## src/hdl/paging_pkg.sv

```systemverilog
// Constants, field positions and mode codes of the paging decoder mode control.
// Assumes one 125 MHz system clock; all slower rates are enables derived from it.
package paging_pkg;
	// Clock and timing
	localparam int CLK_HZ = 125_000_000;
	localparam int CLK_PERIOD_NS = 8;
	localparam int BIT_RATE_BPS = 1200;
	localparam int BIT_CYCLES = CLK_HZ / BIT_RATE_BPS;
	localparam int RST_HOLD_US = 2000;
	localparam int RST_CYCLES = (CLK_HZ / 1_000_000) * RST_HOLD_US;
	localparam int REF_HZ = 32768;
	localparam int REF_HALF_CYCLES = CLK_HZ / (2 * REF_HZ);
	localparam int MSG_HALF_NS = 64;
	localparam int MSG_HALF_CYCLES = MSG_HALF_NS / CLK_PERIOD_NS;
	// Programming word
	localparam logic [7:0] PROG_BITS = 8'h80;
	localparam logic [7:0] PROG_LAST = 8'h7F;
	// Batch timing in bit periods; catch and hold lengths in batches
	localparam logic [9:0] BATCH_BITS = 10'h240;
	localparam logic [9:0] BATCH_LAST = 10'h23F;
	localparam logic [9:0] CATCH1_LAST = 10'h003;
	localparam logic [9:0] CATCH2_ON_BITS = 10'h0C0;
	localparam logic [9:0] IDLE_ON_BITS = 10'h020;
	localparam logic [9:0] HOLD_BASE = 10'h040;
	// Field positions in the address and option word
	localparam int ADDR_POS = 3;
	localparam int FRAME_POS = 21;
	localparam int ADDR_STEP = 32;
	localparam int OVER_POS = 28;
	localparam int EN_POS = 56;
	localparam int TD3_POS = 65;
	localparam int PL1_POS = 88;
	localparam int PL2_POS = 89;
	localparam int PL3_POS = 90;
	localparam int PL4_POS = 91;
	localparam int TD1_POS = 93;
	localparam int TD2_POS = 94;
	localparam int EOUTR_POS = 96;
	localparam int FMT0_POS = 120;
	localparam int FMT1_POS = 121;
	localparam int HOLD0_POS = 122;
	localparam int HOLD1_POS = 123;
	// Output stream
	localparam int WORD_BITS = 32;
	localparam int FIFO_DEPTH = 8;
	localparam logic [31:0] TERM_WORD = 32'hFFFF_FFFF;
	localparam logic [5:0] FULL_LEN = 6'h20;
	localparam logic [5:0] PAYLOAD_LEN = 6'h14;
	// Operating modes, Gray coded along the usual path
	typedef enum logic [2:0] {
		MODE_PROG_WAIT = 3'h0,
		MODE_OFF = 3'h1,
		MODE_CATCH1 = 3'h3,
		MODE_CATCH2 = 3'h2,
		MODE_IDLE = 3'h6,
		MODE_LOCK = 3'h7,
		MODE_RESET = 3'h5,
		MODE_TEST = 3'h4
	} mode_type;
endpackage : paging_pkg

```

## src/hdl/msg_fifo.sv

```systemverilog
// Word FIFO between the message capture and the serial output shifter.
// Assumes DEPTH is a power of two; the memory itself is not reset.
`timescale 1ns/100ps
module msg_fifo #(
	parameter int WIDTH = 32,
	parameter int DEPTH = 8
) (
	input wire logic i_clk,
	input wire logic i_rst_b,
	input wire logic i_in_valid,
	output logic o_in_ready,
	input wire logic [WIDTH-1:0] i_in_data,
	output logic o_out_valid,
	input wire logic i_out_ready,
	output logic [WIDTH-1:0] o_out_data
);
	localparam int AW = $clog2(DEPTH);
	logic [WIDTH-1:0] mem [DEPTH];
	logic [AW-1:0] wr_ptr, rd_ptr, next_wr_ptr, next_rd_ptr;
	logic [AW:0] count, next_count;
	logic push, pop;

	// Honest full and empty from the occupancy count
	assign o_in_ready = count != (AW+1)'(DEPTH);
	assign o_out_valid = count != '0;
	assign o_out_data = mem[rd_ptr];
	assign push = i_in_valid & o_in_ready;
	assign pop = o_out_valid & i_out_ready;

	// Pointer and count updates
	always_comb begin
		next_wr_ptr = push ? AW'(wr_ptr + 1'b1) : wr_ptr;
		next_rd_ptr = pop ? AW'(rd_ptr + 1'b1) : rd_ptr;
		next_count = count;
		if (push && !pop) begin
			next_count = (AW+1)'(count + 1'b1);
		end else if (pop && !push) begin
			next_count = (AW+1)'(count - 1'b1);
		end
	end

	always_ff @(posedge i_clk or negedge i_rst_b) begin
		if (!i_rst_b) begin
			wr_ptr <= '0;
			rd_ptr <= '0;
			count <= '0;
		end else begin
			wr_ptr <= next_wr_ptr;
			rd_ptr <= next_rd_ptr;
			count <= next_count;
		end
	end

	// Storage write
	always_ff @(posedge i_clk) begin
		if (push) begin
			mem[wr_ptr] <= i_in_data;
		end
	end
endmodule : msg_fifo

```

## src/hdl/paging_mode_ctrl.sv

```systemverilog
// Mode sequencer, programming port and message output of the paging decoder.
// Assumes a decoder core on i_clk supplying sync hits and corrected codewords;
// all pins from outside pass a two-stage synchroniser first.
`timescale 1ns/100ps

// Notes on behaviour
// - Reset release enters programming wait
// - Strobes beyond 128 are ignored
// - Data bit taken on strobe rising edge
// - After 128th strobe: catch or off
// - Off mode: only reference clock active
// - Receive enable switches reception anytime; in programming wait the code reads it only at the 128th strobe
// - Enable rise: radio and PLL on four batches
// - Then one-third on-time for retry batches
// - Sync found enters lock, else idle
// - Idle: 32-bit window per 576 bits
// - Sync in idle enters lock
// - Address match drives flag low, captures message
// - Message shifted out with strobe, format selectable
// - Address word, message words, termination word
// - Sync lost for hold time: back to catch
// - Reset low 2 ms clears configuration
// - Reset high 2 ms then reprogram
// - Enable high in reset: board test
// - Test: radio, PLL on; exit on reset high
// - Test: bitstream routed to buzzer
// - Message ends on first/second uncorrectable word
// - PLL leads by both delays, radio by first
module paging_mode_ctrl
	import paging_pkg::*;
#(
	parameter int P_BIT_CYCLES = BIT_CYCLES,
	parameter int P_RST_CYCLES = RST_CYCLES
) (
	input wire logic i_clk,
	input wire logic i_rst_b,
	input wire logic i_ext_reset_n,
	input wire logic i_prog_clk,
	input wire logic i_prog_serial_in,
	input wire logic i_rx_enable,
	input wire logic i_rx_bitstream_in,
	input wire logic i_sync_hit,
	input wire logic i_cw_valid,
	input wire logic [31:0] i_cw_word,
	input wire logic [2:0] i_cw_frame,
	input wire logic i_cw_uncorr,
	output logic o_cw_ready,
	output logic o_radio_power_en,
	output logic o_radio_quick_charge,
	output logic o_pll_power_en,
	output logic o_addr_match_flag_n,
	output logic o_msg_serial_out,
	output logic o_msg_clk_out,
	output logic o_sync_valid_out,
	output logic o_buzzer_out,
	output logic o_ref_clock_out
);
	localparam logic [16:0] BIT_LAST = 17'(P_BIT_CYCLES - 1);
	localparam logic [17:0] RST_LAST = 18'(P_RST_CYCLES - 1);
	localparam logic [10:0] REF_LAST = 11'(REF_HALF_CYCLES - 1);
	localparam logic [2:0] SER_LAST = 3'(MSG_HALF_CYCLES - 1);

	// Pin order: 0 reset, 1 strobe, 2 data, 3 enable, 4 bitstream
	logic [4:0] pin_s1, pin_s2, pin_d;
	mode_type mode, next_mode;
	logic [127:0] cfg, next_cfg;
	logic [7:0] prog_cnt, next_prog_cnt;
	logic [17:0] rst_cnt, next_rst_cnt;
	logic [16:0] bit_div, next_bit_div;
	logic [9:0] bit_cnt, next_bit_cnt, batch_cnt, next_batch_cnt;
	logic sync_seen, next_sync_seen, in_msg, next_in_msg;
	logic [1:0] uncorr, next_uncorr;
	logic term_pend, next_term_pend, push_valid, next_push_valid;
	logic [31:0] push_data, next_push_data, ser_shift, next_ser_shift;
	logic [5:0] ser_left, next_ser_left;
	logic [2:0] ser_div, next_ser_div;
	logic [10:0] ref_div, next_ref_div;
	logic next_cw_ready, next_radio, next_qc, next_pll, next_addr_n;
	logic next_msg_out, next_msg_clk, next_sync_valid, next_buzzer, next_ref;
	logic fifo_in_ready, fifo_out_valid, fifo_out_ready;
	logic [31:0] fifo_out_data;
	logic prog_rise, rxen, rxen_rise, rst_rise, held_low, held_high;
	logic bit_tick, batch_end, sync_hit, accept, active, ser_tick, radio_win, pll_win;
	logic [9:0] pre_a, pre_ab, on_bits, hold;
	logic [3:0] retries;

	// Address comparison against the four programmed pager addresses
	function automatic logic addr_hit(input logic [127:0] c, input logic [31:0] w,
		input logic [2:0] fr);
		logic hit;
		logic [17:0] a;
		logic [2:0] f;
		hit = 1'b0;
		a = '0;
		f = '0;
		for (int k = 0; k < 4; k++) begin
			for (int j = 0; j < 18; j++) begin
				a[17-j] = c[ADDR_POS + ADDR_STEP*k + j];
			end
			for (int j = 0; j < 3; j++) begin
				f[2-j] = c[FRAME_POS + ADDR_STEP*k + j];
			end
			if (c[EN_POS + k] && a == w[30:13] && f == fr) begin
				hit = 1'b1;
			end
		end
		return hit;
	endfunction : addr_hit

	// Two-stage synchronisers for every asynchronous pin
	always_ff @(posedge i_clk or negedge i_rst_b) begin
		if (!i_rst_b) begin
			pin_s1 <= 5'h01;
			pin_s2 <= 5'h01;
			pin_d <= 5'h01;
		end else begin
			pin_s1 <= {i_rx_bitstream_in, i_rx_enable, i_prog_serial_in, i_prog_clk,
				i_ext_reset_n};
			pin_s2 <= pin_s1;
			pin_d <= pin_s2;
		end
	end

	// Pin edges, option decode and radio windows
	always_comb begin
		prog_rise = pin_s2[1] & ~pin_d[1];
		rxen = pin_s2[3];
		rxen_rise = pin_s2[3] & ~pin_d[3];
		rst_rise = pin_s2[0] & ~pin_d[0];
		held_low = ~pin_s2[0] && pin_s2[0] == pin_d[0] && rst_cnt == RST_LAST;
		held_high = pin_s2[0] && pin_s2[0] == pin_d[0] && rst_cnt == RST_LAST;
		active = mode == MODE_OFF || mode == MODE_CATCH1 || mode == MODE_CATCH2 ||
			mode == MODE_IDLE || mode == MODE_LOCK;
		bit_tick = bit_div == BIT_LAST;
		batch_end = bit_tick && bit_cnt == BATCH_LAST;
		sync_hit = i_sync_hit & o_radio_power_en;
		accept = i_cw_valid & o_cw_ready & (mode == MODE_LOCK);
		retries = {~cfg[TD3_POS], cfg[TD2_POS], cfg[TD1_POS], 1'b1};
		hold = cfg[EOUTR_POS] ? 10'h000 : 10'(HOLD_BASE << {cfg[HOLD1_POS], cfg[HOLD0_POS]});
		pre_a = {6'h00, cfg[PL2_POS], cfg[PL1_POS], 2'h2};
		pre_ab = 10'(pre_a + {4'h0, cfg[PL4_POS], cfg[PL3_POS], 4'h0});
		on_bits = (mode == MODE_CATCH2) ? CATCH2_ON_BITS : IDLE_ON_BITS;
		radio_win = bit_cnt < on_bits || bit_cnt >= 10'(BATCH_BITS - pre_a);
		pll_win = bit_cnt < on_bits || bit_cnt >= 10'(BATCH_BITS - pre_ab);
		ser_tick = ser_div == SER_LAST;
	end

	// Next-state logic for modes, programming, message capture and output
	always_comb begin
		next_mode = mode;
		next_cfg = cfg;
		next_prog_cnt = prog_cnt;
		next_rst_cnt = rst_cnt;
		next_bit_div = bit_tick ? 17'h00000 : 17'(bit_div + 1'b1);
		next_bit_cnt = bit_cnt;
		next_batch_cnt = batch_cnt;
		next_sync_seen = sync_seen;
		next_uncorr = uncorr;
		next_in_msg = in_msg;
		next_term_pend = term_pend;
		next_push_valid = push_valid & ~fifo_in_ready;
		next_push_data = push_data;
		// Reset pin level timer restarts on every change
		if (pin_s2[0] != pin_d[0]) begin
			next_rst_cnt = '0;
		end else if (rst_cnt != RST_LAST) begin
			next_rst_cnt = 18'(rst_cnt + 1'b1);
		end
		if (bit_tick) begin
			next_bit_cnt = batch_end ? 10'h000 : 10'(bit_cnt + 1'b1);
		end
		unique case (mode)
			MODE_PROG_WAIT: begin
				if (prog_rise && prog_cnt != PROG_BITS) begin
					next_cfg[prog_cnt[6:0]] = pin_s2[2];
					next_prog_cnt = 8'(prog_cnt + 1'b1);
					if (prog_cnt == PROG_LAST) begin
						next_mode = rxen ? MODE_CATCH1 : MODE_OFF;
						next_bit_cnt = '0;
						next_batch_cnt = '0;
					end
				end
			end
			MODE_OFF: begin
				if (rxen_rise) begin
					next_mode = MODE_CATCH1;
					next_bit_cnt = '0;
					next_batch_cnt = '0;
				end
			end
			MODE_CATCH1: begin
				if (sync_hit) begin
					next_mode = MODE_LOCK;
				end else if (batch_end) begin
					next_batch_cnt = 10'(batch_cnt + 1'b1);
					if (batch_cnt == CATCH1_LAST) begin
						next_mode = MODE_CATCH2;
						next_batch_cnt = '0;
					end
				end
			end
			MODE_CATCH2: begin
				if (sync_hit) begin
					next_mode = MODE_LOCK;
				end else if (batch_end) begin
					next_batch_cnt = 10'(batch_cnt + 1'b1);
					if (10'(batch_cnt + 1'b1) == {6'h00, retries}) begin
						next_mode = MODE_IDLE;
						next_batch_cnt = '0;
					end
				end
			end
			MODE_IDLE: begin
				if (sync_hit) begin
					next_mode = MODE_LOCK;
				end
			end
			MODE_LOCK: begin
				if (sync_hit) begin
					next_sync_seen = 1'b1;
				end
				if (batch_end) begin
					next_sync_seen = 1'b0;
					next_batch_cnt = 10'(batch_cnt + 1'b1);
					if (sync_seen || sync_hit) begin
						next_batch_cnt = '0;
					end else if (10'(batch_cnt + 1'b1) >= hold) begin
						next_mode = MODE_CATCH1;
						next_batch_cnt = '0;
						next_bit_cnt = '0;
					end
				end
			end
			MODE_RESET: begin
				if (rxen) begin
					next_mode = MODE_TEST;
				end else if (held_high) begin
					next_mode = MODE_PROG_WAIT;
					next_prog_cnt = '0;
				end
			end
			MODE_TEST: begin
				if (!rxen) begin
					next_mode = MODE_RESET;
				end else if (held_high) begin
					next_mode = MODE_PROG_WAIT;
					next_prog_cnt = '0;
				end
			end
		endcase
		if (next_mode == MODE_LOCK && mode != MODE_LOCK) begin
			next_sync_seen = 1'b1;
			next_batch_cnt = '0;
		end
		// Pin overrides: enable low, short reset pulse, long reset hold
		if (active && !rxen) begin
			next_mode = MODE_OFF;
		end
		if (rst_rise && mode != MODE_RESET && mode != MODE_TEST) begin
			next_mode = MODE_PROG_WAIT;
			next_prog_cnt = '0;
		end
		if (held_low && mode != MODE_RESET && mode != MODE_TEST) begin
			next_mode = MODE_RESET;
			next_cfg = '0;
			next_prog_cnt = '0;
		end
		// Codeword handling while locked
		if (accept) begin
			if (!in_msg) begin
				if (!i_cw_word[31] && addr_hit(cfg, i_cw_word, i_cw_frame)) begin
					next_in_msg = 1'b1;
					next_uncorr = '0;
					next_push_valid = 1'b1;
					next_push_data = i_cw_word;
				end
			end else if (i_cw_word[31]) begin
				if (i_cw_uncorr) begin
					next_uncorr = 2'(uncorr + 1'b1);
					if (uncorr[0] == cfg[OVER_POS]) begin
						next_term_pend = 1'b1;
					end
				end else begin
					next_push_valid = 1'b1;
					next_push_data = i_cw_word;
				end
			end else begin
				next_term_pend = 1'b1;
			end
		end
		if (in_msg && next_mode != MODE_LOCK) begin
			next_term_pend = 1'b1;
		end
		if (term_pend && !next_push_valid) begin
			next_push_valid = 1'b1;
			next_push_data = TERM_WORD;
			next_term_pend = 1'b0;
			next_in_msg = 1'b0;
		end
		next_cw_ready = ~next_push_valid & ~next_term_pend & (next_mode == MODE_LOCK);
		next_addr_n = ~next_in_msg;
		// Radio and PLL enables per mode
		unique case (mode)
			MODE_CATCH1, MODE_LOCK: begin
				next_radio = 1'b1;
				next_pll = 1'b1;
			end
			MODE_CATCH2, MODE_IDLE: begin
				next_radio = radio_win;
				next_pll = pll_win;
			end
			MODE_TEST: begin
				next_radio = rxen;
				next_pll = rxen;
			end
			MODE_PROG_WAIT, MODE_OFF, MODE_RESET: begin
				next_radio = 1'b0;
				next_pll = 1'b0;
			end
		endcase
		if (!active && mode != MODE_TEST) begin
			next_radio = 1'b0;
			next_pll = 1'b0;
		end
		next_qc = next_radio & ~o_radio_power_en;
		next_sync_valid = next_mode == MODE_LOCK;
		next_buzzer = (mode == MODE_TEST) ? pin_s2[4] : 1'b1;
		next_ref_div = (ref_div == REF_LAST) ? 11'h000 : 11'(ref_div + 1'b1);
		next_ref = (ref_div == REF_LAST) ? ~o_ref_clock_out : o_ref_clock_out;
		// Serial message shifter, MSB first, data changes while strobe is low
		next_ser_div = ser_tick ? 3'h0 : 3'(ser_div + 1'b1);
		next_ser_shift = ser_shift;
		next_ser_left = ser_left;
		next_msg_clk = o_msg_clk_out;
		fifo_out_ready = ser_left == '0 && mode != MODE_OFF;
		if (fifo_out_valid && fifo_out_ready) begin
			if ({cfg[FMT1_POS], cfg[FMT0_POS]} == 2'h0) begin
				next_ser_shift = fifo_out_data;
				next_ser_left = FULL_LEN;
			end else begin
				next_ser_shift = {fifo_out_data[30:11], 12'h000};
				next_ser_left = PAYLOAD_LEN;
			end
			next_msg_clk = 1'b0;
			next_ser_div = 3'h0; // First strobe rise a full half period after the data
		end else if (ser_left != '0 && ser_tick && mode != MODE_OFF) begin
			if (!o_msg_clk_out) begin
				next_msg_clk = 1'b1;
			end else begin
				next_msg_clk = 1'b0;
				next_ser_shift = {ser_shift[30:0], 1'b0};
				next_ser_left = 6'(ser_left - 1'b1);
			end
		end
		next_msg_out = (next_ser_left != '0) && next_ser_shift[31] && mode != MODE_OFF;
		if (mode == MODE_OFF) begin
			next_msg_clk = 1'b0;
		end
	end

	// State and output registers
	always_ff @(posedge i_clk or negedge i_rst_b) begin
		if (!i_rst_b) begin
			mode <= MODE_PROG_WAIT;
			cfg <= '0;
			prog_cnt <= '0;
			rst_cnt <= '0;
			bit_div <= '0;
			bit_cnt <= '0;
			batch_cnt <= '0;
			sync_seen <= 1'b0;
			uncorr <= '0;
			in_msg <= 1'b0;
			term_pend <= 1'b0;
			push_valid <= 1'b0;
			push_data <= '0;
			ser_shift <= '0;
			ser_left <= '0;
			ser_div <= '0;
			ref_div <= '0;
			o_cw_ready <= 1'b0;
			o_radio_power_en <= 1'b0;
			o_radio_quick_charge <= 1'b0;
			o_pll_power_en <= 1'b0;
			o_addr_match_flag_n <= 1'b1;
			o_msg_serial_out <= 1'b0;
			o_msg_clk_out <= 1'b0;
			o_sync_valid_out <= 1'b0;
			o_buzzer_out <= 1'b1;
			o_ref_clock_out <= 1'b0;
		end else begin
			mode <= next_mode;
			cfg <= next_cfg;
			prog_cnt <= next_prog_cnt;
			rst_cnt <= next_rst_cnt;
			bit_div <= next_bit_div;
			bit_cnt <= next_bit_cnt;
			batch_cnt <= next_batch_cnt;
			sync_seen <= next_sync_seen;
			uncorr <= next_uncorr;
			in_msg <= next_in_msg;
			term_pend <= next_term_pend;
			push_valid <= next_push_valid;
			push_data <= next_push_data;
			ser_shift <= next_ser_shift;
			ser_left <= next_ser_left;
			ser_div <= next_ser_div;
			ref_div <= next_ref_div;
			o_cw_ready <= next_cw_ready;
			o_radio_power_en <= next_radio;
			o_radio_quick_charge <= next_qc;
			o_pll_power_en <= next_pll;
			o_addr_match_flag_n <= next_addr_n;
			o_msg_serial_out <= next_msg_out;
			o_msg_clk_out <= next_msg_clk;
			o_sync_valid_out <= next_sync_valid;
			o_buzzer_out <= next_buzzer;
			o_ref_clock_out <= next_ref;
		end
	end

	// Captured words wait here until the serial shifter takes them
	msg_fifo #(
		.WIDTH(WORD_BITS),
		.DEPTH(FIFO_DEPTH)
	) u_fifo (
		.i_clk(i_clk),
		.i_rst_b(i_rst_b),
		.i_in_valid(push_valid),
		.o_in_ready(fifo_in_ready),
		.i_in_data(push_data),
		.o_out_valid(fifo_out_valid),
		.i_out_ready(fifo_out_ready),
		.o_out_data(fifo_out_data)
	);
endmodule : paging_mode_ctrl

```

## config.mk

```make
export PLATFORM = sky130hd
export DESIGN_NAME = paging_mode_ctrl
export DESIGN_NICKNAME = d
export VERILOG_FILES = /design/src/hdl/paging_pkg.sv /design/src/hdl/msg_fifo.sv /design/src/hdl/paging_mode_ctrl.sv
export SDC_FILE = /design/constraint.sdc
export NUM_CORES = 1
export LEC_CHECK = 0
export ABC_AREA = 1
export BUFFER_PORTS_ARGS = -buffer_cell sky130_fd_sc_hd__buf_2
export CELL_PAD_IN_SITES_DETAIL_PLACEMENT = 1
export CELL_PAD_IN_SITES_GLOBAL_PLACEMENT = 1
export CORE_UTILIZATION = 45
export DETAILED_ROUTE_END_ITERATION = 8
export PLACE_DENSITY_LB_ADDON = 0.1
export SYNTH_ARGS = -nofsm -noshare
export SYNTH_HDL_FRONTEND = slang
export SYNTH_SLANG_ARGS = --single-unit
```

## constraint.sdc

```tcl
create_clock -name i_clk -period 2.97 [get_ports i_clk]
set_input_delay 0.1485 -clock i_clk [delete_from_list [all_inputs] [get_ports i_clk]]
set_output_delay 0.1485 -clock i_clk [all_outputs]
set_load 0.01 [all_outputs]
```

### Yosys cells after proc, flatten, opt, wreduce, memory -nomap -nowiden

Memory sizes are Yosys's and may differ from the RTL's.
Cells that the tools add are included.

| storage, ports and cells | value |
|---|---|
| RAM bits | 256 |
| output and inout port bits | 10 |
| memories | 1 |
| word-level logic and storage cells | 331 |
| register bits after elaboration | 318 |

Memories:

| name | depth | bits a word | rd ports | clocked after Yosys merged registers in | wr ports | line | text |
|---|---|---|---|---|---|---|---|
| u_fifo.mem | 8 | 32 | 1 | 0 | 1 | msg_fifo.sv:18 | `logic [WIDTH-1:0] mem [DEPTH];` |

| cells by class | value |
|---|---|
| shift operators | 1 |
| bitwise logic cells | 23 |
| magnitude comparators | 6 |
| add/subtract/negate cells | 16 |
| equality and inequality tests | 51 |
| reduce and logical (&&, ||, !) cells | 76 |
| mux-type cells | 123 |

Operators with widths:

| operator | number |
|---|---|
| $mux W128 | 3 |
| $mux W32 | 10 |
| $mux W10 | 22 |
| $bwmux W128 | 1 |
| $eq A18 B18 Y1 | 4 |
| $mux W3 | 21 |
| $mux W8 | 7 |
| $pmux W10 S5 | 1 |
| $mux W1 | 37 |
| $mux W18 | 2 |
| $logic_and A1 B1 Y1 | 33 |
| $ge A10 B10 Y1 | 3 |
| $pmux W10 S3 | 1 |
| $mux W6 | 4 |
| $ne A3 B2 Y1 const B | 8 |
| $pmux W3 S8 | 1 |
| $pmux W8 S3 | 1 |
| $eq A3 B3 Y1 const B | 7 |
| $add A10 B1 Y10 const B | 2 |
| $add A18 B1 Y18 const B | 1 |
| $eq A18 B18 Y1 const B | 1 |
| $ne A18 B18 Y1 const B | 1 |
| $ne A3 B3 Y1 const B | 6 |
| $reduce_bool A2 Y1 | 9 |
| 52 further kinds | 110 |

### Depth between registers and ports, before layout

Gate-level depths: netlist (run 1).

| depth | value |
|---|---|
| depth after elaboration | 19 |
| gate-level depth with buffers | 20 |
| gate-level depth less buffers | 20 |

### By module

From an unflattened synthesis (run 1), not the netlist that was laid out.

| second synthesis, totals | value |
|---|---|
| cells, all modules | 2899 |
| area total of the unflattened synthesis | 26076.3 µm² |

By module, submodules not included:

| module | instances | area an instance (µm²) | cells each |
|---|---|---|---|
| paging_mode_ctrl | 1 | 15283.4 | 1967 |
| msg_fifo | 1 | 10792.9 | 932 |

### Worst setup path before layout (run 1)

No wires, ideal clock.

| path | value |
|---|---|
| path kind | reg2reg |
| from | register ser_left[0] |
| to | register u_fifo.count[3] |
| path slack | 0.154 ns |
| data required time | 2.848 ns |
| period minus slack after synthesis | 2.816 ns |
| data arrival time | 2.695 ns |
| stages on the path, launching flop included | 19 |
| buffers on the path | 2 |
| cell sequence | dfrtp_1 inv_1 ha_1 nand4_1 a31oi_1 inv_1 nor2_1 inv_1 clkbuf_1 clkbuf_1 ha_1 inv_1 ha_1 a21o_1 a21oi_1 nor2_1 nor2_1 nand2_1 xor2_1 |

| on the way | value |
|---|---|
| cells in the longest elaborated chain, start to end | 6 |

Ends and longest elaborated chain:

| item | line | text |
|---|---|---|
| start: declaration | paging_mode_ctrl.sv:75 | `logic [5:0] ser_left, next_ser_left;` |
| start signal: assignment | paging_mode_ctrl.sv:406 | `ser_left <= next_ser_left;` |
| $logic_not A6 Y1 * | paging_mode_ctrl.sv:335 | `fifo_out_ready = ser_left == '0 && mode != MODE_OFF;` |
| $logic_and A1 B1 Y1 * | paging_mode_ctrl.sv:335 |  |
| $and A1 B1 Y1 * | msg_fifo.sv:28 | `assign pop = o_out_valid & i_out_ready;` |
| $logic_not A1 Y1 | msg_fifo.sv:35 | `if (push && !pop) begin` |
| $logic_and A1 B1 Y1 | msg_fifo.sv:35 |  |
| $mux W4 or $reduce_bool A2 Y1 (tied branches) | -- |  |
| end signal: assignment | msg_fifo.sv:50 | `count <= next_count;` |
| end: declaration | msg_fifo.sv:20 | `logic [AW:0] count, next_count;` |

Mark *: on every way between the ends. The rest lies on a longest branch, timed or not.
A chain may end at the register's enable or synchronous reset.

### Worst setup path after layout (run 1)

| path | value |
|---|---|
| from | register batch_cnt[1] |
| to | register batch_cnt[0] |

| on the way | value |
|---|---|
| cells in the longest elaborated chain, start to end | 10 |

Ends and longest elaborated chain:

| item | line | text |
|---|---|---|
| start: declaration | paging_mode_ctrl.sv:70 | `logic [9:0] bit_cnt, next_bit_cnt, batch_cnt, next_batch_cnt;` |
| start signal: assignment | paging_mode_ctrl.sv:398 | `batch_cnt <= next_batch_cnt;` |
| $add A10 B1 Y10 | paging_mode_ctrl.sv:207, paging_mode_ctrl.sv:227 |  |
| $ge A10 B10 Y1 or $eq A10 B4 Y1 (tied branches) | paging_mode_ctrl.sv:227, paging_mode_ctrl.sv:207 |  |
| $mux W3, on equally long branches | paging_mode_ctrl.sv:227, paging_mode_ctrl.sv:207 |  |
| $mux W3, on equally long branches | paging_mode_ctrl.sv:225, paging_mode_ctrl.sv:205 |  |
| $mux W3, on equally long branches | paging_mode_ctrl.sv:222, paging_mode_ctrl.sv:203 |  |
| $pmux W3 S8 | paging_mode_ctrl.sv:172 | `unique case (mode)` |
| $eq A3 B3 Y1 | paging_mode_ctrl.sv:251 | `if (next_mode == MODE_LOCK && mode != MODE_LOCK) begin` |
| $logic_and A1 B1 Y1 | paging_mode_ctrl.sv:251 |  |
| $ne A3 B3 Y1 (no source line), or another cell as far along | -- |  |
| $reduce_and A9 Y1 (no source line) | -- |  |

Parallel ways exist; a longest one is shown, timed or not. The select of a mux whose other input is x is not followed.

==> metrics.md, run 1 <==
| Metric | Value |
|---|---|
| Max_cap viols | 0 |
| Overall Power | around 0.016 W |
| R2r worst-path depth | 15 |
| Psw | 0.00346 W |
| Core area | 0.0563 mm2 |
| Reg2reg end | batch_cnt[0]$_DFFE_PN0P_ |
| Drt pass-1 iters | 5 |
| Max VDD drop | slightly below 0.5 mV |
| Fmax | between 300 and 400 MHz |
| Diodes inserted | 0 |
| CTS tree | built |
| Num Clock Sinks | between 500 and 600 |
| Clock root buffer | clkbuf_16 |
| Share of the synthesized area in the top cell type | 0.301 |
| Tcrit/Tclk final | 0.902 |
| Top FF cell, synth | dfrtp_1 |
| Async set or reset register ratio after synthesis | 0.530 |
| Comb power frac | 0.022 |
| Part of the power in registers | 0.489 |
| Final Critical Period | 2680 ps |
| Die Y | 240 um |
| Fin Setup TNS | 0 ps |
| Worst setup startpoint | batch_cnt[1]$_DFFE_PN0P_ |
| Internal power | approximately 0.013 W |
| Final setup violation count | 0 |
| Detailed-route DRC error count | 0 |
| Die area | 0.0578 mm2 |
| Area added between synthesis and finish | 15.0% |
| Post-synthesis cell type with the largest combined area | edfxtp_1 |
| # IOs | 55 |
| Filler cell count | 6245 |
| HP Class | input pin to register |
| Top cells by area, synth | edfxtp_1 30%, dfrtp_1 28%, nor2_1 5.2% |
| Yosys cell types | 62 |
| I/O Buffers | 54 |
| Final Cell Area | ~0.029 mm2 |
| Iter 0 DRT Violations | 1132 |
| Die width | 240 um |
| Routed Antenna Nets | 0 |
| Via Count | 19.9k |
| Final Max Slew Viols | 0 |
| Initial Utilization | 0.455 |
| Clock Path Buffers | 3 |
| WL/cell | 21.5 um |
| Cells after Synth | 2607 |
| WP data arrival | 3210 ps |
| First-pass GRT wire length | between 100000 and 150000 um |
| Required time of the critical path | 3510 ps |
| YS warnings | 0 |
| Power per cell area | 548 mW/mm2 |
| Row cnt | between 80 and 90 |
| Layout cells sized above 1 | 0.113 |
| Post-synth EDFFs | 256 |
| Util after Layout | 0.523 |
| Leakage power | 11.0 nW |
| Fin. Hold Viols | 0 |
| Final Skew | roughly 24 ps |
| FF-to-FF setup slack | 290 ps |
| Status | completed |
| Post-Syn Area | around 0.026 mm2 |
| Synthesized area per cell | 9.81 um2 |
| Via-to-Cell Ratio | 5.69 |
| # nets final | 2774 |
| Largest net degree at the start of global routing | 131 |
| Worst Path Max Fanout | 5 |
| Worst slew margin | 0.517 |
| CP Launch Type | register |
| Syn Nets | between 2k and 3k |
| Clock network fraction of total power | 0.489 |
| Register area share after synthesis | 0.584 |
| CTS Buf Count | 59 |
| Clk slew on worst S/H paths | ~60 ps |
| Dpl cell area | 0.0270 mm2 |
| Final worst-path setup slack | 291 ps |
| Crit path capture type | register |
| Worst-margin pin slew | approximately 720 ps |
| Vias in the first global route | about 21k |
| Final wirelength | about 75000 um |
| Clk_lat worst skew | 640 ps |
| Multi-input logic area | 0.00921 mm2 |
| Initial antenna violation count | 2 |
| Post-detail-place hpwl | between 40000 and 50000 um |
| GRT Util Overall | 0.265 |
| Routability cong. | 0.814 |
| Register Area | 0.0149 mm2 |
| Total gr overflow | 0 |
| RSZ-0062 raised after global routing | false |
| Critical Path End | batch_cnt[0]$_DFFE_PN0P_ |
| Synthesis-stage register bit count | around 550 |
| Kind of critical path | register to register |
| Pre-CTS setup slack | 182 ps |
| Switching Fraction | 0.215 |
| RR Startpoint | batch_cnt[1]$_DFFE_PN0P_ |
| H-Tree Depth | 2 |
stage by stage:
stage | instances | hold slack (ps)
4_1_cts | 3495 | 5.36
2_1_floorplan | 2607 | -147
5_1_grt | 3495 | 49.2
3_3_place_gp | 3355 | 199
3_5_place_dp | 3355 | 204
6_report | 3495 | 15.9
metal layers:
| layer | vias up | track usage | wire length (um) | share of wire |
|---|---|---|---|---|
| li1 | 9318 | - | - | - |
| met1 | 10047 | 0.348 | 33000 | 0.44 |
| met2 | 405 | 0.459 | 37400 | 0.50 |
| met3 | 108 | 0.0281 | 2740 | 0.036 |
| met4 | 0 | 0.0811 | 1860 | 0.025 |
| met5 | - | 0 | 0 | 0 |
how the worst min path moves through the flow:
| stage | to | depth (start not counted) | start | slack [ps] |
|---|---|---|---|---|
| 3_3_place_gp | push_data[7]$_DFFE_PN0P_ | 1 | i_rst_b | 200 |
| 6_report | push_data[20]$_DFFE_PN0P_ | 3 | i_cw_word[20] | 20 |
| 3_5_place_dp | push_data[7]$_DFFE_PN0P_ | 1 | i_rst_b | 200 |
| 2_1_floorplan | batch_cnt[0]$_DFFE_PN0P_ | 0 | i_rst_b | -150 |
| 4_1_cts | push_data[29]$_DFFE_PN0P_ | 3 | i_cw_word[29] | 5 |
| 5_1_grt | push_data[29]$_DFFE_PN0P_ | 3 | i_cw_word[29] | 50 |
cell usage after synthesis (5+ instances only):
library cell and count:
a211oi_1 5, a21oi_1 171, a311oi_1 97, a31oi_1 14, buf_1 7, buf_2 11
buf_4 13, clkbuf_1 89, dfrtp_1 284, dfstp_2 5, edfxtp_1 256, ha_1 40
inv_1 248, inv_2 10, nand2_1 326, nand2_2 5, nand3_1 97, nand4_1 39
nor2_1 351, nor2_2 6, nor2_4 10, nor3_1 33, nor3_2 7, nor4_1 7
o211ai_1 20, o21ai_0 241, o221ai_1 36, o22ai_1 49, or2_2 14, xnor2_1 25
xor2_1 32
power groups by stage:
stage,clock (W),combinational [W],sequential [W]
global route,0.00828,0.000398,0.00788
detailed placement,0,0.000334,0.00803
global placement,0,0.000328,0.00803
CTS,0.00802,0.000364,0.00788
finish,0.00787,0.000357,0.00788
floorplan,0,0.000124,0.00803
final cells by class:
type	instances	share of cell area
timing repair buffer	144	0.0434
clock buffer	68	0.0520
sequential	545	0.507
clock inverter	44	0.0189
inverter	260	0.0332
tap	756	0.0321
multi-input combinational	1678	0.313
kinds of logic (layout without fill, tap and decap cells):
family,after synthesis,count (layout),share of synthesized area
AOI/OAI and AO/OA,668,668,0.162
xor gates and xnor gates,57,57,0.0195
adders and majority gates,41,41,0.0203
buffers and inverters,384,516,0.0597
DFF,545,545,0.584
muxes,2,2,0.000832
and+or+nand+nor,910,910,0.154
registers in the layout (all words and copies together), names as in the netlist, 4 cells and up:
register / cells
batch_cnt: 10
bit_cnt: 10
bit_div: 17
cfg: 101
pin_s1: 5
pin_s2: 5
prog_cnt: 8
push_data: 32
ref_div: 11
rst_cnt: 18
ser_left: 6
ser_shift: 32
u_fifo.count: 4
u_fifo.mem: 256
placed cells by master (no fill, tap or decap), types with 11 or more instances in the layout:
| master | n |
|---|---|
| nand3_1 | 97 |
| edfxtp_1 | 256 |
| or2_2 | 14 |
| nand2_1 | 325 |
| inv_1 | 244 |
| xor2_1 | 32 |
| nand4_1 | 39 |
| buf_2 | 53 |
| dfrtp_1 | 281 |
| dlygate4sd3_1 | 28 |
| nor2_1 | 342 |
| o211ai_1 | 20 |
| nor2_4 | 18 |
| a311oi_1 | 97 |
| xnor2_1 | 25 |
| inv_2 | 12 |
| buf_12 | 20 |
| o221ai_1 | 36 |
| ha_1 | 39 |
| bufinv_16 | 11 |
| clkinv_2 | 14 |
| o21ai_0 | 241 |
| o22ai_1 | 49 |
| buf_4 | 42 |
| a31oi_1 | 14 |
| a21oi_1 | 171 |
| nor3_1 | 30 |
| clkbuf_16 | 59 |
worst max-delay path, stage by stage, from the launching register on:
cell	delay, ps
dfrtp_1	420
ha_2	250
nand3_1	120
nor2_1	140
xor2_1	220
inv_1	90
ha_1	300
nand2_1	60
nand2_1	50
nand3_1	110
nand4_1	110
nand3_1	160
nand3_1	110
inv_1	150
nand2_1	140
mux2i_1	170
repair_timing:
action                     in CTS  in global routing
gates resized for setup         0                  4
setup endpoints to repair       0                  7
hold endpoints to repair       98                  0
setup buffers                   0                  0
hold buffers                   28                  0
Power figures use the tool's default switching activity.
==> run 2: changes to the inputs <==
ABC_AREA = default   (was 1)
CORE_UTILIZATION = 47   (was 45)
GPL_ROUTABILITY_DRIVEN = 0   (was default)
MAX_ROUTING_LAYER = met4   (was default)
==> run 2 against run 1 <==
Clock skew fell by 0.54 ps. Sequential share of layout area decreased by 0.43 points. Fmax decreased by 12%. Setup slack worse by 360 ps. Highest routed layer unchanged. Core utilization up 2.9 points. The flow now finishes with violations (negative setup slack). Power grew 22%. Count of clock-buffer cells in the layout grew 17.
==> metrics.md, run 2 <==
| Metric | Value |
|---|---|
| Layout cells sized above 1 | 0.172 (was 0.113) |
| Most flops, register | u_fifo.mem (unchanged) |
| Synthesized area per cell | 11.7 um2 (was 9.81 um2) |
| Register Area | 0.0149 mm2 (about the same) |
| Switching Fraction | 0.289 (was 0.215) |
| Worst Path Max Fanout | 7 (was 5) |
| Initial Utilization | 0.475 (was 0.455) |
| I/O Buffers | 54 (unchanged) |
| Clk slew on worst S/H paths | 60 ps (about the same) |
| Post-synth EDFFs | 256 (unchanged) |
| Psw | 0.00568 W (was 0.00346 W) |
| Final Critical Period | 3040 ps (was 2680 ps) |
| Async set or reset register ratio after synthesis | 0.530 (unchanged) |
| Multi-input logic area | 0.0102 mm2 (was 0.00921 mm2) |
| Total gr overflow | 0 (unchanged) |
| Kind of critical path | register to register (unchanged) |
| Fin. Hold Viols | 0 (unchanged) |
| # nets final | 2396 (was 2774) |
| Cells after Synth | 2192 (was 2607) |
| Detailed-route DRC error count | 0 (unchanged) |
| Synthesis-stage register bit count | 545 (unchanged) |
| Via Count | 17.9k (was 19.9k) |
| Row cnt | 85 (was 87) |
| Final Skew | 23.2 ps (was 23.8 ps) |
| Post-detail-place hpwl | 44300 um (was 48400 um) |
| GRT Util Overall | 0.264 (was 0.265) |
| Final Max Slew Viols | 0 (unchanged) |
| Register area share after synthesis | 0.584 (about the same) |
| Required time of the critical path | 3510 ps (about the same) |
| Initial antenna violation count | 3 (was 2) |
| Status | finished, violations left (was completed) |
| Filler cell count | 5519 (was 6245) |
| Synth top cells by count | 315 x nand2_1, 284 x dfrtp_1, 256 x edfxtp_1 (was 351 x nor2_1, 326 x nand2_1, 284 x dfrtp_1) |
| Max reg flops | 256 (unchanged) |
| Max layer used | met4 (unchanged) |
| Max VDD drop | 0.548 mV (was 0.496 mV) |
| R2r worst-path depth | 12 (was 15) |
| Crit path capture type | register (unchanged) |
| Worst-margin pin slew | 1100 ps (was 724 ps) |
| Final wirelength | 69700 um (was 75000 um) |
| Clk_lat worst skew | 630 ps (was 640 ps) |
| Top cells by area, synth | edfxtp_1 30%, dfrtp_1 28%, mux4_2 5.6% (was edfxtp_1 30%, dfrtp_1 28%, nor2_1 5.2%) |
| Core area | 0.0538 mm2 (was 0.0563 mm2) |
| Clock Path Buffers | 3 (unchanged) |
| Top FF cell, synth | dfrtp_1 (unchanged) |
| Routed Antenna Nets | 0 (unchanged) |
| WP data arrival | 3580 ps (was 3210 ps) |
| HP Class | input pin to register (unchanged) |
| RSZ-0062 raised after global routing | true (was false) |
| Die area | 0.0553 mm2 (was 0.0578 mm2) |
| # IOs | 55 (unchanged) |
| CTS tree | built (unchanged) |
| Comb power frac | 0.186 (was 0.022) |
| YS warnings | 0 (unchanged) |
| Via-to-Cell Ratio | 5.86 (was 5.69) |
| Internal power | 0.0140 W (was 0.0127 W) |
| Hold Path Depth | 3 (unchanged) |
| Largest net degree at the start of global routing | 102 (was 131) |
| First-pass GRT wire length | 110000 um (was 118000 um) |
| Leakage power | 11.6 nW (was 11.0 nW) |
| Part of the power in registers | 0.441 (was 0.489) |
| Final setup violation count | 6 (was 0) |
| Final Cell Area | 0.0297 mm2 (was 0.0294 mm2) |
| Yosys cell types | 80 (was 62) |
| Worst slew margin | 0.268 (was 0.517) |
| Max_cap viols | 0 (unchanged) |
| Post-Syn Area | 0.0256 mm2 (about the same) |
| H-Tree Depth | 2 (unchanged) |
| Regs by FF count | u_fifo.mem (256), cfg (101) (unchanged) |
| Share of the synthesized area in the top cell type | 0.301 (about the same) |
| Metal1 wirelength | 30600 um (was 33000 um) |
| Most common cell after layout, fill and taps aside | nand2_1 (was nor2_1) |
| Dpl cell area | 0.0272 mm2 (was 0.0270 mm2) |
| Num Clock Sinks | 545 (unchanged) |
| Tcrit/Tclk final | 1.02 (was 0.902) |
| Clock root buffer | clkbuf_16 (unchanged) |
| Vias in the first global route | 19.1k (was 21.0k) |
| Post-synthesis cell type with the largest combined area | edfxtp_1 (unchanged) |
| Util after Layout | 0.552 (was 0.523) |
| Fmax | 329 MHz (was 373 MHz) |
| Die width | 235 um (was 240 um) |
| Final worst-path setup slack | -73.7 ps (was 291 ps) |
| CP Launch Type | register (unchanged) |
| Area added between synthesis and finish | 16.1% (was 15.0%) |
| Most common cell in the netlist | nand2_1 (was nor2_1) |
| Clock network fraction of total power | 0.373 (was 0.489) |
| WL/cell | 22.8 um (was 21.5 um) |
| Met3 WL post-DR | 2730 um (was 2740 um) |
| Failing checks | negative setup slack |
| Commonest non-fill, non-tap cells in the layout | 315 x nand2_1, 279 x dfrtp_1, 256 x edfxtp_1 (was 342 x nor2_1, 325 x nand2_1, 281 x dfrtp_1) |
| Power per cell area | 663 mW/mm2 (was 548 mW/mm2) |
| CTS Buf Count | 58 (was 59) |
| Iter 0 DRT Violations | 1083 (was 1132) |
| Pre-CTS setup slack | -305 ps (was 182 ps) |
| Drt pass-1 iters | 5 (unchanged) |
| Die Y | 235 um (was 240 um) |
| Syn Nets | 2278 (was 2693) |
| Met2 Routed Length | 34400 um (was 37400 um) |
[run 2: changes by cell type after synthesis, sizes merged, moves of 70 or more]
cell,delta
o21ai,-202
a21oi,-80
inv,-221
and3,+70
nor2,-206
a311oi,-100
[run 2: area by class of cell]
cell class	count	share of cell area
clock buffers	85	0.0561
clock inverters	25	0.00948
multi-input cells	1468	0.345
flip-flops and latches	545	0.503
repair buffers	199	0.0524
inverters	38	0.00481
diodes	1	0.0000843
well taps	696	0.0293
[run 2: stage by stage]
step	power [W]	hold WS, ps	TNS (ps)	cells
final	0.0197	26.9	-253	3057
after global routing	0.0205	32.3	-1350	3057
after CTS	0.0199	2.54	-216	3054
after detailed placement	0.0124	152	-2060	2908
after global placement	0.0123	142	-271	2908
after floorplan	0.0111	-147	-46110	2192
[run 2: logic make-up after synthesis]
logic type,after synthesis,synth area share
compound gates,307,0.0785
xor+xnor,147,0.0503
buf+inv,179,0.0275
fa+ha+maj,41,0.0204
simple gates,835,0.154
flops,545,0.584
mux,138,0.0857
[run 2: routing by layer]
metal	vias to the layer above	GRT usage
met5	-	-
met4	0	0.0840
met3	124	0.0322
met2	351	0.433
met1	9279	0.343
li1	8167	-
[run 2: power groups by stage]
stage | Clock (W) | Sequential, W | Combinational, W
after floorplan | 0 | 0.00867 | 0.00240
after global placement | 0 | 0.00880 | 0.00351
after detailed placement | 0 | 0.00883 | 0.00359
after CTS | 0.00750 | 0.00869 | 0.00368
after global routing | 0.00778 | 0.00874 | 0.00403
final | 0.00733 | 0.00868 | 0.00366
[run 2: timing repair]
item / 4_1_cts / 5_1_grt
gates resized for setup: 16 / 15
cloned: 0 / 0
hold buffers: 28 / 0
buffers inserted: 9 / 2
pin swaps: 8 / 10
setup endpoints to repair: 12 / 16
endpoints found under the hold margin: 160 / 0
[run 2: worst max-delay path: stages, from the launching register on]
cell and delay, ps:
dfrtp_2 430, ha_4 180, nand3_4 90, nor2_4 40, xor2_2 150, ha_1 310
o21a_1 220, or4_1 390, o22a_1 220, o211ai_1 120, nand3_1 160, a211o_4 440
o31ai_4 190
[run 2: final timing paths]
| check | from | slack (ps) | to |
|---|---|---|---|
| max in group asynchronous | i_rst_b | 1960 | cfg[39]$_DFFE_PN0P_ |
| max | batch_cnt[1]$_DFFE_PN0P_ | -70 | batch_cnt[3]$_DFFE_PN0P_ |
| max reg2reg | batch_cnt[1]$_DFFE_PN0P_ | -70 | batch_cnt[3]$_DFFE_PN0P_ |
| min | i_cw_word[26] | 30 | push_data[26]$_DFFE_PN0P_ |
| min reg2reg | pin_s1[3]$_DFF_PN0_ | 340 | pin_s2[3]$_DFF_PN0_ |
| min in group asynchronous | i_rst_b | 60 | ser_left[2]$_DFF_PN0_ |
